<file path="src/pkg/sscd_pkg.sv">
// constants for the host-side secure sector command sequencer
// assumes a 16-bit word-addressed parallel flash behind the pins
// Function
// every command opens with data 00aa written at base plus word offset 555; the host's CMD_READ issues no writes.
// the second write of every command puts 0055 at base plus word offset 2aa.
// a third write of 0088 at base plus 555 enters secure sector mode.
// a word is programmed by the two unlock writes, 00a0 at base plus 555, then the data at the target.
// writing 0090 as third cycle after the unlocks starts the exit command.
// exit finishes with 0000 written at base plus offset 000, returning to the normal array.
// in secure mode the device maps the first sector range onto the secure array, other reads hit main array.
// after reset the device is back in normal address space.
// the secure region is 256 words, factory 000-07f and customer 080-0ff, reads beyond are invalid.
// a mismatched write makes the device abandon the sequence without changing mode.
package sscd_pkg;
  // ***************************************************************
  // command encoding
  // ***************************************************************
  localparam logic [1:0]  CMD_ENTER       = 2'h0;
  localparam logic [1:0]  CMD_PROGRAM     = 2'h1;
  localparam logic [1:0]  CMD_EXIT        = 2'h2;
  localparam logic [1:0]  CMD_READ        = 2'h3;
  // ***************************************************************
  // address offsets and data words
  // ***************************************************************
  localparam logic [23:0] OFS_UNLOCK1     = 24'h000555;
  localparam logic [23:0] OFS_UNLOCK2     = 24'h0002aa;
  localparam logic [23:0] OFS_EXIT4       = 24'h000000;
  localparam logic [15:0] DAT_UNLOCK1     = 16'h00aa;
  localparam logic [15:0] DAT_UNLOCK2     = 16'h0055;
  localparam logic [15:0] DAT_ENTER       = 16'h0088;
  localparam logic [15:0] DAT_PROG_SETUP  = 16'h00a0;
  localparam logic [15:0] DAT_EXIT        = 16'h0090;
  localparam logic [15:0] DAT_EXIT4       = 16'h0000;
  localparam logic [23:0] SECURE_WORDS    = 24'h000100;
  localparam logic [23:0] CUSTOMER_FIRST  = 24'h000080;
  // ***************************************************************
  // bus cycle timing in core clocks
  // ***************************************************************
  localparam int          CLK_NS          = 40;
  localparam int          WE_LOW_NS       = 80;
  localparam int          WE_HIGH_NS      = 80;
  localparam int          RD_ACC_NS       = 120;
  localparam logic [3:0]  WE_LOW_CYC      = 4'((WE_LOW_NS + CLK_NS - 1) / CLK_NS);
  localparam logic [3:0]  WE_HIGH_CYC     = 4'((WE_HIGH_NS + CLK_NS - 1) / CLK_NS);
  localparam logic [3:0]  RD_ACC_CYC      = 4'((RD_ACC_NS + CLK_NS - 1) / CLK_NS);
  localparam logic [1:0]  MODE_RST        = 2'h0;
endpackage : sscd_pkg

</file>
<file path="src/verilog/sscd_host.sv">
// host sequencer that issues secure sector commands on flash pins
// assumes the flash samples address and data on the rising edge of write enable
`timescale 1ns/100ps
module sscd_host #(
  parameter int AW = 24,
  parameter int DW = 16
) (
  input  wire logic          I_CORE_CLK,
  input  wire logic          I_RST_B,
  input  wire logic          I_REQ_VALID,
  output logic               O_REQ_READY,
  input  wire logic [1:0]    I_REQ_CMD,
  input  wire logic [AW-1:0] I_REQ_BASE,
  input  wire logic [AW-1:0] I_REQ_ADDR,
  input  wire logic [DW-1:0] I_REQ_DATA,
  output logic               O_DONE,
  output logic               O_ERR,
  output logic [DW-1:0]      O_RD_DATA,
  output logic               O_SECURE_MODE,
  output logic [AW-1:0]      O_FL_ADDR,
  output logic [DW-1:0]      O_FL_DQ,
  output logic               O_FL_DQ_OE,
  input  wire logic [DW-1:0] I_FL_DQ,
  output logic               O_FL_CE_B,
  output logic               O_FL_WE_B,
  output logic               O_FL_OE_B
);
  import sscd_pkg::*;

  typedef enum logic [2:0] {ST_IDLE, ST_WLOW, ST_WHIGH, ST_RLOW, ST_FIN} sscd_state_t;

  sscd_state_t   state_ff;
  logic [1:0]    cmd_ff;
  logic [AW-1:0] base_ff;
  logic [AW-1:0] addr_ff;
  logic [DW-1:0] data_ff;
  logic [2:0]    cyc_ff;
  logic [3:0]    cnt_ff;
  logic [1:0]    mode_ff;
  logic          err_ff;
  logic [2:0]    last_cyc;
  logic          bad_req;

  // ***************************************************************
  // request decode
  // ***************************************************************
  assign O_REQ_READY = (state_ff == ST_IDLE);
  // secure region reads are limited to 256 words in secure mode
  assign bad_req = ((I_REQ_CMD == CMD_PROGRAM) && !mode_ff[0]) ||
                   ((I_REQ_CMD == CMD_PROGRAM) && (I_REQ_ADDR < CUSTOMER_FIRST)) ||
                   ((I_REQ_CMD == CMD_PROGRAM || I_REQ_CMD == CMD_READ) && mode_ff[0] &&
                    (I_REQ_ADDR >= SECURE_WORDS));
  always_comb begin
    unique case (cmd_ff)
      CMD_ENTER:   last_cyc = 3'h2;
      CMD_PROGRAM: last_cyc = 3'h3;
      CMD_EXIT:    last_cyc = 3'h3;
      CMD_READ:    last_cyc = 3'h0;
    endcase
  end

  // ***************************************************************
  // write cycle sequence
  // ***************************************************************
  always_comb begin
    O_FL_ADDR = base_ff + OFS_UNLOCK1;
    O_FL_DQ   = DAT_UNLOCK1;
    unique case (cyc_ff)
      3'h0: begin
        O_FL_ADDR = (cmd_ff == CMD_READ) ? base_ff + addr_ff : base_ff + OFS_UNLOCK1;
        O_FL_DQ   = DAT_UNLOCK1;
      end
      3'h1: begin
        O_FL_ADDR = base_ff + OFS_UNLOCK2;
        O_FL_DQ   = DAT_UNLOCK2;
      end
      3'h2: begin
        O_FL_ADDR = base_ff + OFS_UNLOCK1;
        O_FL_DQ   = (cmd_ff == CMD_ENTER) ? DAT_ENTER :
                    (cmd_ff == CMD_EXIT)  ? DAT_EXIT : DAT_PROG_SETUP;
      end
      3'h3: begin
        O_FL_ADDR = (cmd_ff == CMD_EXIT) ? base_ff + OFS_EXIT4 : base_ff + addr_ff;
        O_FL_DQ   = (cmd_ff == CMD_EXIT) ? DAT_EXIT4 : data_ff;
      end
      default: begin
        O_FL_ADDR = base_ff;
        O_FL_DQ   = DAT_EXIT4;
      end
    endcase
  end

  // ***************************************************************
  // pin strobe decode
  // ***************************************************************
  // address and data stay driven through the high phase so the device
  // latches settled values on the rising write strobe
  always_comb begin
    O_FL_CE_B  = 1'b1;
    O_FL_WE_B  = 1'b1;
    O_FL_OE_B  = 1'b1;
    O_FL_DQ_OE = 1'b0;
    unique case (state_ff)
      ST_WLOW: begin
        O_FL_CE_B  = 1'b0;
        O_FL_WE_B  = 1'b0;
        O_FL_DQ_OE = 1'b1;
      end
      ST_WHIGH: begin
        O_FL_CE_B  = 1'b0;
        O_FL_DQ_OE = 1'b1;
      end
      ST_RLOW: begin
        O_FL_CE_B = 1'b0;
        O_FL_OE_B = 1'b0;
      end
      default: begin
        O_FL_CE_B = 1'b1;
      end
    endcase
  end

  always_ff @(posedge I_CORE_CLK or negedge I_RST_B) begin
    if (!I_RST_B) begin
      state_ff <= ST_IDLE;
      cyc_ff   <= 3'h0;
      cnt_ff   <= 4'h0;
    end else begin
      unique case (state_ff)
        ST_IDLE: begin
          cyc_ff <= 3'h0;
          if (I_REQ_VALID) begin
            if (bad_req) begin
              state_ff <= ST_FIN;
            end else if (I_REQ_CMD == CMD_READ) begin
              state_ff <= ST_RLOW;
              cnt_ff   <= RD_ACC_CYC;
            end else begin
              state_ff <= ST_WLOW;
              cnt_ff   <= WE_LOW_CYC;
            end
          end
        end
        ST_WLOW: begin
          if (cnt_ff <= 4'h1) begin
            state_ff <= ST_WHIGH;
            cnt_ff   <= WE_HIGH_CYC;
          end else begin
            cnt_ff <= cnt_ff - 4'h1;
          end
        end
        ST_WHIGH: begin
          if (cnt_ff > 4'h1) begin
            cnt_ff <= cnt_ff - 4'h1;
          end else if (cyc_ff == last_cyc) begin
            state_ff <= ST_FIN;
          end else begin
            cyc_ff   <= cyc_ff + 3'h1;
            state_ff <= ST_WLOW;
            cnt_ff   <= WE_LOW_CYC;
          end
        end
        ST_RLOW: begin
          if (cnt_ff <= 4'h1) begin
            state_ff <= ST_FIN;
          end else begin
            cnt_ff <= cnt_ff - 4'h1;
          end
        end
        ST_FIN: begin
          state_ff <= ST_IDLE;
        end
      endcase
    end
  end

  // ***************************************************************
  // request capture, read data and mode tracking
  // ***************************************************************
  always_ff @(posedge I_CORE_CLK or negedge I_RST_B) begin
    if (!I_RST_B) begin
      cmd_ff  <= CMD_ENTER;
      base_ff <= '0;
      addr_ff <= '0;
      data_ff <= '0;
      err_ff  <= 1'b0;
    end else if (state_ff == ST_IDLE && I_REQ_VALID) begin
      cmd_ff  <= I_REQ_CMD;
      base_ff <= I_REQ_BASE;
      addr_ff <= I_REQ_ADDR;
      data_ff <= I_REQ_DATA;
      err_ff  <= bad_req;
    end
  end

  always_ff @(posedge I_CORE_CLK or negedge I_RST_B) begin
    if (!I_RST_B) begin
      O_RD_DATA <= '0;
    end else if (state_ff == ST_RLOW && cnt_ff <= 4'h1) begin
      O_RD_DATA <= I_FL_DQ;
    end
  end

  always_ff @(posedge I_CORE_CLK or negedge I_RST_B) begin
    if (!I_RST_B) begin
      mode_ff <= MODE_RST;
    end else if (state_ff == ST_FIN && !err_ff) begin
      if (cmd_ff == CMD_ENTER) begin
        mode_ff <= 2'h1;
      end else if (cmd_ff == CMD_EXIT) begin
        mode_ff <= 2'h0;
      end
    end
  end

  always_ff @(posedge I_CORE_CLK or negedge I_RST_B) begin
    if (!I_RST_B) begin
      O_DONE <= 1'b0;
      O_ERR  <= 1'b0;
    end else begin
      O_DONE <= (state_ff == ST_FIN);
      O_ERR  <= (state_ff == ST_FIN) && err_ff;
    end
  end

  assign O_SECURE_MODE = mode_ff[0];
endmodule : sscd_host

</file>
<file path="config.mk">
export PLATFORM = sky130hd
export DESIGN_NAME = sscd_host
export DESIGN_NICKNAME = d
export VERILOG_FILES = /design/src/pkg/sscd_pkg.sv /design/src/verilog/sscd_host.sv
export SDC_FILE = /design/constraint.sdc
export NUM_CORES = 1
export LEC_CHECK = 0
export BUFFER_PORTS_ARGS = -buffer_cell sky130_fd_sc_hd__buf_2
export CAP_MARGIN = 40
export CORE_UTILIZATION = 60
export DETAILED_ROUTE_END_ITERATION = 12
export PLACE_DENSITY = 0.87
export SLEW_MARGIN = 40
export SYNTH_ARGS = -nofsm -noshare
export SYNTH_HDL_FRONTEND = slang
export SYNTH_SLANG_ARGS = --single-unit
</file>
<file path="constraint.sdc">
create_clock -name I_CORE_CLK -period 6.4 [get_ports I_CORE_CLK]
set_input_delay 1.92 -clock I_CORE_CLK [delete_from_list [all_inputs] [get_ports I_CORE_CLK]]
set_output_delay 1.92 -clock I_CORE_CLK [all_outputs]
set_load 0.1 [all_outputs]
</file>
## Word-level counts from Yosys, hierarchy flattened

Index checks and enable logic that the tools add are counted.

| cells by class | value |
|---|---|
| reduce and logical (&&, ||, !) cells | 26 |
| add/sub/neg operators | 5 |
| mux-type cells | 33 |
| equal/unequal tests | 21 |
| magnitude comparators | 4 |

Operators with widths:

| kind | count |
|---|---|
| $pmux 24 s4 | 1 |
| $pmux 16 s4 | 1 |
| $mux 24 | 2 |
| $add 24x10->24 const B | 1 |
| $add 24x11->24 const B | 1 |
| $add 24x24->24 | 1 |
| $ge 24x9->1 const B | 1 |
| $lt 24x8->1 const B | 1 |
| $mux 3 | 8 |
| $mux 4 | 6 |
| $mux 16 | 1 |
| $pmux 4 s4 | 1 |
| $pmux 3 s5 | 1 |
| $ne 2x2->1 const B | 7 |
| $eq 3x2->1 const B | 4 |
| $mux 6 | 2 |
| $pmux 3 s3 | 1 |
| $logic_and 1x1->1 | 8 |
| $mux 1 | 7 |
| $eq 2x2->1 const B | 3 |
| $eq 3x1->1 const B | 2 |
| $logic_not 3->1 | 2 |
| $pmux 3 s2 | 1 |
| $reduce_and 5->1 | 1 |
| 19 further kinds | 25 |

| word-level totals | value |
|---|---|
| bits of input ports | 85 |
| output and inout bits | 64 |
| register bits | 96 |
| word-level logic and storage cells | 101 |

## Logic depth before layout (Yosys ltp)

Gate-level depths: netlist of run 1.

| logic depth | value |
|---|---|
| depth after elaboration | 8 |
| depth in mapped cells | 11 |
| mapped depth without buffers | 10 |

## Worst setup path after synthesis of run 1

Ideal clock, no wire load.

| timing | value |
|---|---|
| path type | register to output |
| from | register base_ff[0] |
| to | output port O_FL_ADDR[14] |
| data required time | 4,480 ps |
| data arrival time | 4,513 ps |
| path buffers | 0 |
| setup slack | -33 ps |
| stages on the path, launching flop included | 10 |
| cell sequence | dfrtp_1 > ha_1 > fa_1 > a211oi_1 > o21ai_2 > a41oi_4 > o211ai_2 > and2_1 > o21a_1 > o31ai_1 |

| between the ends | value |
|---|---|
| cells in the longest elaborated chain, start to end | 3 |
| elaborated cells on any way between the ends | 6 |
| classes of those cells | 3 x add/sub; 3 x mux |

RTL lines:

| item | RTL line | source |
|---|---|---|
| start: declaration | sscd_host.sv:34 | `logic [AW-1:0] base_ff;` |
| start signal: assignment | sscd_host.sv:183 | `base_ff <= '0;` |
| start signal: assignment | sscd_host.sv:189 | `base_ff <= I_REQ_BASE;` |
| $add 24x24->24 / $add 24x11->24 (equally long branches) | sscd_host.sv:70, sscd_host.sv:83, sscd_host.sv:78 |  |
| $mux 24 (on tied branches) | sscd_host.sv:83, sscd_host.sv:70 |  |
| $pmux 24 s4 (*) | sscd_host.sv:68 | `unique case (cyc_ff)` |
| end: declaration | sscd_host.sv:20 | `output logic [AW-1:0] O_FL_ADDR,` |

Mark *: on every way between the ends. The rest lies on a longest branch, timed or not.

## Final worst setup path of run 1

| timing | value |
|---|---|
| from | register base_ff[0] |
| to | output port O_FL_ADDR[20] |

The elaborated chain is that of the path after synthesis.

==> results of run 1 <==
final timing paths:
| check | start | endpoint | slack (ns) | depth (start not counted) |
|---|---|---|---|---|
| worst max register to register | cnt_ff[0] | O_RD_DATA[11] | 3.94 | 6 |
| worst min-delay path | data_ff[12] | data_ff[12] | 0.48 | 2 |
| worst max-delay path | base_ff[0] | O_FL_ADDR[20] | 0.73 | 11 |
| max in group asynchronous | I_RST_B | base_ff[19] | 3.79 | 2 |
| min in group asynchronous | I_RST_B | O_ERR | 1.51 | 1 |
| worst min register to register | data_ff[12] | data_ff[12] | 0.48 | 2 |
synth_stat cells (3+ instances only):
cell type | number | share of area (%)
a211o_1 | 3 | 0.40
a211oi_1 | 10 | 1.1
a21o_1 | 11 | 1.2
a21oi_1 | 37 | 2.8
a221oi_1 | 5 | 0.66
a22oi_1 | 8 | 0.91
a31oi_1 | 5 | 0.47
a41oi_1 | 3 | 0.40
and2_1 | 14 | 1.3
and3_1 | 10 | 0.94
buf_2 | 6 | 0.45
clkbuf_1 | 39 | 2.2
dfrtp_1 | 96 | 36
ha_1 | 38 | 7.2
inv_1 | 21 | 1.2
mux2_2 | 17 | 2.9
nand2_1 | 243 | 14
nand2b_1 | 6 | 0.57
nand3_1 | 22 | 1.7
nand4_1 | 4 | 0.38
nor2_1 | 37 | 2.1
nor2b_1 | 9 | 0.85
nor3_1 | 8 | 0.60
nor4_1 | 7 | 0.66
o2111ai_1 | 3 | 0.40
o211ai_1 | 3 | 0.34
o21a_1 | 8 | 0.91
o21ai_0 | 57 | 4.3
o21ai_1 | 14 | 1.1
o21bai_1 | 7 | 0.79
o221ai_1 | 4 | 0.53
o22ai_1 | 11 | 1.0
or3_1 | 5 | 0.47
xnor2_1 | 14 | 1.9
xor2_1 | 10 | 1.3
final cells by class:
| class | count | area [µm²] |
|---|---|---|
| repair buffers | 157 | 811 |
| clock inverters | 5 | 31.3 |
| well taps | 140 | 175 |
| clock buffers | 11 | 141 |
| inverters | 21 | 78.8 |
| multi-input cells | 671 | 3990 |
| flip-flops and latches | 96 | 2400 |
| fillers | 873 | 3170 |
stage by stage:
stage          area (µm²)  util (%)  setup WS, ns
2_1_floorplan        6630         -         0.489
3_3_place_gp         7440      69.0          1.22
3_5_place_dp         7450      69.0          1.17
4_1_cts              7620      70.6         0.756
5_1_grt              7630      70.7         0.534
6_report             7630      70.7         0.730
worst register-to-register path: stages, from the launching register on:
cell and delay, ns:
dfrtp_1 0.42, inv_1 0.10, ha_1 0.20, nor2_1 0.08, nor3_2 0.43, nand3_1 0.63
mux2_2 0.49
registers in the layout, indices dropped and copies added (netlist names):
name and flops:
state_ff 3, cmd_ff 2, O_ERR 1, addr_ff 24, O_DONE 1, data_ff 16
O_RD_DATA 16, err_ff 1, mode_ff 1, cyc_ff 3, base_ff 24, cnt_ff 4
routing by layer:
layer	vias up	routed length, µm	track usage, %
li1	3145	-	-
met1	3035	7600	43.0
met2	316	8280	51.9
met3	33	1650	6.87
met4	0	475	12.3
met5	-	0	0
cell families after synthesis:
kind of cell | after synthesis | share of synthesized area (%)
buf+inv | 66 | 3.85
xor+xnor | 24 | 3.17
compound gates | 214 | 21.5
flops | 96 | 36.3
fa+ha+maj | 39 | 7.48
simple gates | 375 | 24.5
mux | 19 | 3.27
placed cells by master (no fill, tap or decap), types with 11 or more instances in the layout:
cell type,synthesis,layout
nand2_1,243,242
buf_2,6,147
dfrtp_1,96,96
o21ai_0,57,57
ha_1,38,38
nor2_1,37,37
a21oi_1,37,36
nand3_1,22,22
inv_1,21,21
mux2_2,17,17
and2_1,14,14
xnor2_1,14,14
o21ai_1,14,14
a21o_1,11,11
o22ai_1,11,11
==> out/summary.txt, run 1 <==
Final Skew = 0.00836 ns
Hold_buf cts = 0
CP peak stage delay = 0.47 ns
Core Area = 0.0108 mm²
Setup_tns = 0 ns
Crit path top cell by count = o21ai_2
Root buf cell = clkbuf_8
Vias in the first global route = 6123
Worst Path Buf+Inv = 1
Num CTS Buffers = 9
Hold Slack = 0.480 ns
Mapped Cells = 833
Yosys cell types = 65
Crit Path Max Fanout = 7
Crit path cell chain = ha_1 -> fa_1 -> a211oi_1 -> o21ai_2 -> a41oi_4 -> o211ai_2 -> a31oi_2 -> o21bai_1 -> mux2_4 -> o21ai_2 -> buf_2
Max_cap viols = 0
CTS tree = yes
Crit path max-delay cell type = dfrtp_1
Die ar. = 0.0115 mm²
Register area share after synthesis = 36.3%
Status = complete, no violations
Worst min path class = flip-flop to flip-flop
Top_reg_cell synth = dfrtp_1
FF+latch count, synth = 96
Critical path type = flip-flop to output port
DR pass1 iterations = 5
Synth async-reset ratio = 100%
Mapped Area = 0.00663 mm²
Drt via density = 5.93
Antenna violations before repair = 0
Remaining Overflow, GRT = 0
Post-CTS Setup Bufs = 0
Iteration-0 DRC count of the detailed router = 537
H-Tree Depth = 3
Final Cycle Share = 88.6%
Avg Inst Size Synth = 7.95 µm²
Max-slew violation count = 0
Number of synthesized flops with an enable pin = 0
N_diodes = 0
WL final = 18000 µm
Setup violations, final = 0
Die Y = 107 µm
Least-Margin Pin Slew = 0.804 ns
Worst-path clk slew = 0.10 ns
Gr usage total = 32.4%
GPL Wtd Cong = 0.945
CP required = 4.48 ns
First-pass GRT wire length = 29000 µm
Clk buf depth = 2
WP data arrival = 3.75 ns
Vias = 6529
Fmax = 176 MHz
Resized cells post-CTS = 0
Die width = 107 µm
Fin cells = 1101
Post-layout min period = 5.67 ns
Placed Cells = 1085
Endpoint class of the critical path = output port
Syn_nets = 957
WL/cell = 16.4 µm
Initial core utilization = 61.4%
Critical path startpoint category = flip-flop
Final nets = 1080
Share of cells above drive strength 1 = 21.5%
Worst slew margin = 46.4%
Kind of cell adding the most delay to the critical path = compound AO/OA/AOI/OAI gates
Worst-Skew Late Latency = 0.37 ns
RSZ-0062 raised after global routing = no
Largest net degree at the start of global routing = 64
DRC = 0
CTS sink count = 96
Rows = 38
DP HPWL = 13100 µm
Final Hold Fails = 0
Synthesis-to-finish area growth = 15.1%
Ys Warns = 0
Antenna Nets Post-Route = 0
Input/output buffers = 148
Ports = 149
Power of run 1 is not shown: default switching activity piles up to over one toggle a cycle in this logic, so the estimate is an artifact.
==> run 2: changes to the inputs <==
--- a/config.mk
+++ b/config.mk
@@ -7,9 +7,9 @@
 export LEC_CHECK = 0
 export BUFFER_PORTS_ARGS = -buffer_cell sky130_fd_sc_hd__buf_2
 export CAP_MARGIN = 40
-export CORE_UTILIZATION = 60
+export CORE_UTILIZATION = 55
 export DETAILED_ROUTE_END_ITERATION = 12
-export PLACE_DENSITY = 0.87
+export PLACE_DENSITY = 0.81
 export SLEW_MARGIN = 40
 export SYNTH_ARGS = -nofsm -noshare
 export SYNTH_HDL_FRONTEND = slang
==> constraint.sdc (replaced) <==
create_clock -name I_CORE_CLK -period 6.5 [get_ports I_CORE_CLK]
set_input_delay 1.95 -clock I_CORE_CLK [delete_from_list [all_inputs] [get_ports I_CORE_CLK]]
set_output_delay 1.95 -clock I_CORE_CLK [all_outputs]
set_load 0.1 [all_outputs]
==> run 2 against run 1 <==
Effect of this change:
- the flow now finishes with violations (DRC)
- core utilization is 3.3 points lower
- via count is 0.31% lower
- setup slack better by 0.12 ns
- clock skew increased by 0.0010 ns
- final cell count is 0.27% higher
==> out/summary.txt, run 2 (synthesis results as in run 1) <==
Vias = 6509 (-0.31%)
Worst-Skew Late Latency = 0.36 ns (about the same)
Core Area = 0.0116 mm² (+7.2%)
Gr usage total = 30.3% (-2.1 points)
Max-slew violation count = 0 (unchanged)
Register area = 0.00240 mm² (unchanged)
Critical path type = flip-flop to output port
Post-CTS Setup Bufs = 0 (unchanged)
Rows = 39 (+2.6%)
Endpoint class of the critical path = output port
Design area = 0.00779 mm² (+2.1%)
WP data arrival = 3.70 ns (-0.05 ns)
Critical path startpoint category = flip-flop
Wl on met1 = 7750 µm (+2.0%)
DR WL met3 = 1550 µm (-6.2%)
Hold_buf cts = 0 (unchanged)
Largest net degree at the start of global routing = 64 (unchanged)
Ports = 149 (unchanged)
Setup_tns = 0 ns (unchanged)
WL/cell = 16.4 µm (+0.25%)
Fin cells = 1104 (+0.27%)
Multi-input logic area = 0.00398 mm² (-0.28%)
Die width = 112 µm (+4.4%)
Antenna Nets Post-Route = 0 (unchanged)
Crit Path Max Fanout = 7 (unchanged)
Top Layer Used = met4
Fmax = 177 MHz
Final core occ = 67.3% (-3.3 points)
Top flop regs = addr_ff (24), base_ff (24)
RSZ-0062 raised after global routing = no
Fill cells = 943 (+8.0%)
Remaining Overflow, GRT = 0 (unchanged)
Die Y = 112 µm (+4.4%)
DR pass1 iterations = 9 (+4)
Routed wl met2 = 8470 µm (+2.3%)
Setup violations, final = 0 (unchanged)
DP HPWL = 13100 µm (-0.32%)
Drt via density = 5.90 (-0.58%)
Status = finished with violations
Failing checks = DRC
Antenna violations before repair = 0 (unchanged)
Least-Margin Pin Slew = 0.821 ns (+0.0163 ns)
Placed Cells = 1088 (+0.28%)
N_diodes = 0 (unchanged)
H-Tree Depth = 3 (unchanged)
Final Skew = 0.00941 ns (+0.00105 ns)
Worst min path class = flip-flop to flip-flop
DRC = 6 (+6)
CTS tree = yes
Initial core utilization = 57.3% (-4.1 points)
Final Hold Fails = 0 (unchanged)
GPL Wtd Cong = 0.951 (+0.59%)
CTS sink count = 96 (unchanged)
Clk buf depth = 2 (unchanged)
Vias in the first global route = 6170 (+0.77%)
WL final = 18100 µm (+0.53%)
Die ar. = 0.0125 mm² (+8.9%)
Final Cycle Share = 86.9%
CP required = 4.55 ns (+0.07 ns)
Synthesis-to-finish area growth = 17.5%
Final nets = 1080 (unchanged)
Worst-path clk slew = 0.07 ns (-0.03 ns)
Dpl cell area = 0.00745 mm² (about the same)
Input/output buffers = 148 (unchanged)
First-pass GRT wire length = 30000 µm (+3.6%)
Root buf cell = clkbuf_16
Share of cells above drive strength 1 = 21.4% (-0.10 points)
Worst slew margin = 45.3% (-1.1 points)
Num CTS Buffers = 9 (unchanged)
Most frequent cells in the layout = 241 x nand2_1, 147 x buf_2, 96 x dfrtp_1, 57 x o21ai_0, 38 x ha_1
Post-layout min period = 5.65 ns
Max_cap viols = 0 (unchanged)
Resized cells post-CTS = 0 (unchanged)
Most common cell after layout, fill and taps aside = nand2_1
Iteration-0 DRC count of the detailed router = 534 (-0.56%)
run 2: through the flow:
step                hold slack (ns)  worst slack [ns]
global placement              0.449              1.28
floorplan                     0.437            0.0371
detailed placement            0.455              1.22
global route                  0.503             0.684
finish                        0.467             0.852
CTS                           0.472             0.847
run 2: layout make-up:
type / count / share of cell area [%]
well taps: 143 / 2.30
clock buffers: 11 / 3.24
flip-flops and latches: 96 / 30.8
repair buffers: 157 / 10.5
multi-input cells: 671 / 51.0
inverters: 21 / 1.01
clock inverters: 5 / 1.11
run 2: path summary, 6_finish.rpt:
kind	from	endpoint	slack, ns	depth (start not counted)
worst min-delay path	data_ff[9]	data_ff[9]	0.47	2
worst min register to register	data_ff[9]	data_ff[9]	0.47	2
worst max-delay path	base_ff[0]	O_FL_ADDR[14]	0.85	10
worst max register to register	state_ff[0]	base_ff[2]	4.24	5
max in group asynchronous	I_RST_B	base_ff[17]	4.07	2
min in group asynchronous	I_RST_B	O_DONE	1.53	1
run 2: layer usage:
| metal | vias to the layer above | global-route usage (%) |
|---|---|---|
| met2 | 273 | 48.9 |
| met4 | 0 | 10.5 |
| li1 | 3163 | - |
| met5 | - | 0 |
| met3 | 29 | 5.23 |
| met1 | 3044 | 41.1 |
run 2: critical path, cell delays in order (launching register included):
cell and delay [ns]:
dfrtp_1 0.45, ha_1 0.26, fa_1 0.42, a211oi_1 0.38
o21ai_2 0.14, a41oi_4 0.28, o211ai_2 0.14, and2_1 0.19
o21a_1 0.20, o31ai_1 0.37, buf_2 0.51
Power of run 2 is left out for the same reason.
==> run 3: changes to the inputs <==
--- a/config.mk
+++ b/config.mk
@@ -9,7 +9,7 @@
 export CAP_MARGIN = 40
 export CORE_UTILIZATION = 55
 export DETAILED_ROUTE_END_ITERATION = 12
-export PLACE_DENSITY = 0.81
+export PLACE_DENSITY = 0.92
 export SLEW_MARGIN = 40
 export SYNTH_ARGS = -nofsm -noshare
 export SYNTH_HDL_FRONTEND = slang
==> run 3 against run 2 <==
Effect of this change:
- core utilization is 0.26 points lower
- largest cell class unchanged
- the run still ends with DRC left
- fmax is 1.6% lower
- sequential share of layout area is 0.12 points higher
- routed wire length is 2.6% higher
- clock skew is 0.0020 ns lower
- worst hold slack worse by 0.0019 ns
- global-route usage is 0.28 points higher
- setup slack worse by 0.090 ns
- critical path depth is 1 higher
==> out/summary.txt, run 3 (synthesis results as in run 1) <==
Crit Path Max Fanout = 7 (unchanged)
DR pass1 iterations = 12 (+3)
Post-CTS Setup Bufs = 0 (unchanged)
Gr usage total = 30.5% (+0.28 points)
GPL Wtd Cong = 0.920 (-3.3%)
Core Area = 0.0116 mm² (unchanged)
DP HPWL = 13200 µm (+1.3%)
Endpoint class of the critical path = output port
Kind of cell adding the most delay to the critical path = compound AO/OA/AOI/OAI gates
Most common cell after layout, fill and taps aside = nand2_1
DRC = 2 (-4)
First-pass GRT wire length = 30800 µm (+2.4%)
Share of cells above drive strength 1 = 21.4% (unchanged)
Status = finished with violations
H-Tree Depth = 3 (unchanged)
Worst min path class = flip-flop to flip-flop
WL/cell = 16.8 µm (+2.6%)
Failing checks = DRC
Iteration-0 DRC count of the detailed router = 647 (+21%)
Setup violations, final = 0 (unchanged)
Die ar. = 0.0125 mm² (unchanged)
Most frequent cells in the layout = 241 x nand2_1, 147 x buf_2, 96 x dfrtp_1, 57 x o21ai_0, 38 x ha_1
Crit path max-delay cell type = dfrtp_1
Vias in the first global route = 6446 (+4.5%)
RSZ-0062 raised after global routing = no
Max-slew violation count = 0 (unchanged)
N_diodes = 0 (unchanged)
Antenna Nets Post-Route = 0 (unchanged)
Hold path startpoint = data_ff[14]
Final Cycle Share = 88.3% (+1.4 points)
Final nets = 1080 (unchanged)
Setup_tns = 0 ns (unchanged)
Clk buf depth = 2 (unchanged)
CTS tree = yes
Worst Path Buf+Inv = 1 (unchanged)
Resized cells post-CTS = 0 (unchanged)
Die width = 112 µm (unchanged)
Final Skew = 0.00741 ns (-0.00200 ns)
Drt via density = 6.13 (+4.0%)
Root buf cell = clkbuf_16
CP required = 4.55 ns (about the same)
CTS sink count = 96 (unchanged)
Top flop regs = addr_ff (24), base_ff (24)
Initial core utilization = 57.3% (unchanged)
Final Hold Fails = 0 (unchanged)
Reg-to-Reg Start = state_ff[1]
Hold_buf cts = 0 (unchanged)
CP peak stage delay = 0.46 ns (-0.05 ns)
Rows = 39 (unchanged)
Input/output buffers = 148 (unchanged)
Die Y = 112 µm (unchanged)
WL final = 18600 µm (+2.6%)
Critical path startpoint category = flip-flop
Fmax = 174 MHz (-1.6%)
Antenna violations before repair = 0 (unchanged)
Worst slew margin = 45.3% (about the same)
Crit path cell chain = ha_1 -> fa_1 -> a211oi_1 -> o21ai_2 -> a41oi_4 -> o211ai_2 -> a31oi_2 -> o21bai_1 -> mux2_4 -> o21ai_2 -> buf_2
Max_cap viols = 0 (unchanged)
Worst-Skew Late Latency = 0.35 ns (about the same)
Post-layout min period = 5.74 ns (+0.0902 ns)
Vias = 6770 (+4.0%)
Crit path top cell by count = o21ai_2
Ports = 149 (unchanged)
Synthesis-to-finish area growth = 17.1%
Num CTS Buffers = 9 (unchanged)
Remaining Overflow, GRT = 0 (unchanged)
WP data arrival = 3.79 ns (+0.09 ns)
CP Launch Point = base_ff[0]
Largest net degree at the start of global routing = 64 (unchanged)
Critical path type = flip-flop to output port
Least-Margin Pin Slew = 0.813 ns (-0.00772 ns)
Worst-path clk slew = 0.07 ns (about the same)
==> run 3: cell count changes in the layout (fill, tap and decap cells not counted) <==
cell,previous run,this run
clkinvlp_4,0,2
buf_4,9,10
inv_6,1,2
clkinv_4,2,0
buf_6,1,0
bufinv_16,2,1
clkbuf_8,2,1
inv_8,0,1
==> run 3: routing by layer <==
metal	up-vias	routed length, µm	global-route usage (%)
met4	0	611	14.3
met5	-	0	0
met2	359	8780	49.6
li1	3156	-	-
met1	3195	7500	39.9
met3	60	1690	5.17
==> run 3: cell type report <==
cell class,instances,area (µm²)
Tap cell,143,179
Inverter,21,78.8
Clock buffer,10,239
Clock inverter,6,73.8
Multi-Input combinational cell,671,3980
Fill cell,903,3810
Timing Repair Buffer,157,811
Sequential cell,96,2400
==> run 3: metrics by stage <==
| step | instance area (µm²) | utilization, % | instances | setup slack, ns | hold slack [ns] |
|---|---|---|---|---|---|
| 6_report | 7760 | 67.1 | 1104 | 0.762 | 0.465 |
| 2_1_floorplan | 6630 | - | 833 | 0.0371 | 0.437 |
| 4_1_cts | 7760 | 67.1 | 1104 | 0.792 | 0.470 |
| 3_3_place_gp | 7440 | 64.4 | 1088 | 1.28 | 0.450 |
| 5_1_grt | 7760 | 67.1 | 1104 | 0.641 | 0.492 |
| 3_5_place_dp | 7440 | 64.4 | 1088 | 1.19 | 0.454 |
==> run 3: path summary, 6_finish.rpt <==
check / endpoint / slack (ns) / cells after the start
min in group asynchronous: data_ff[15] / 1.60 / 1
max reg2reg: base_ff[7] / 4.25 / 5
max: O_FL_ADDR[20] / 0.76 / 11
min reg2reg: data_ff[14] / 0.47 / 2
max in group asynchronous: addr_ff[22] / 3.80 / 2
min: data_ff[14] / 0.47 / 2
==> run 3: worst reg2reg max path, delay by kind of cell (launching register included) <==
kind,cells,cell delay (ns)
AO/OA/AOI/OAI,1,0.09
buffers and inverters,1,0.49
flip-flops,1,0.51
AND/OR/NAND/NOR,3,1.08
Power of run 3 is left out for the same reason.
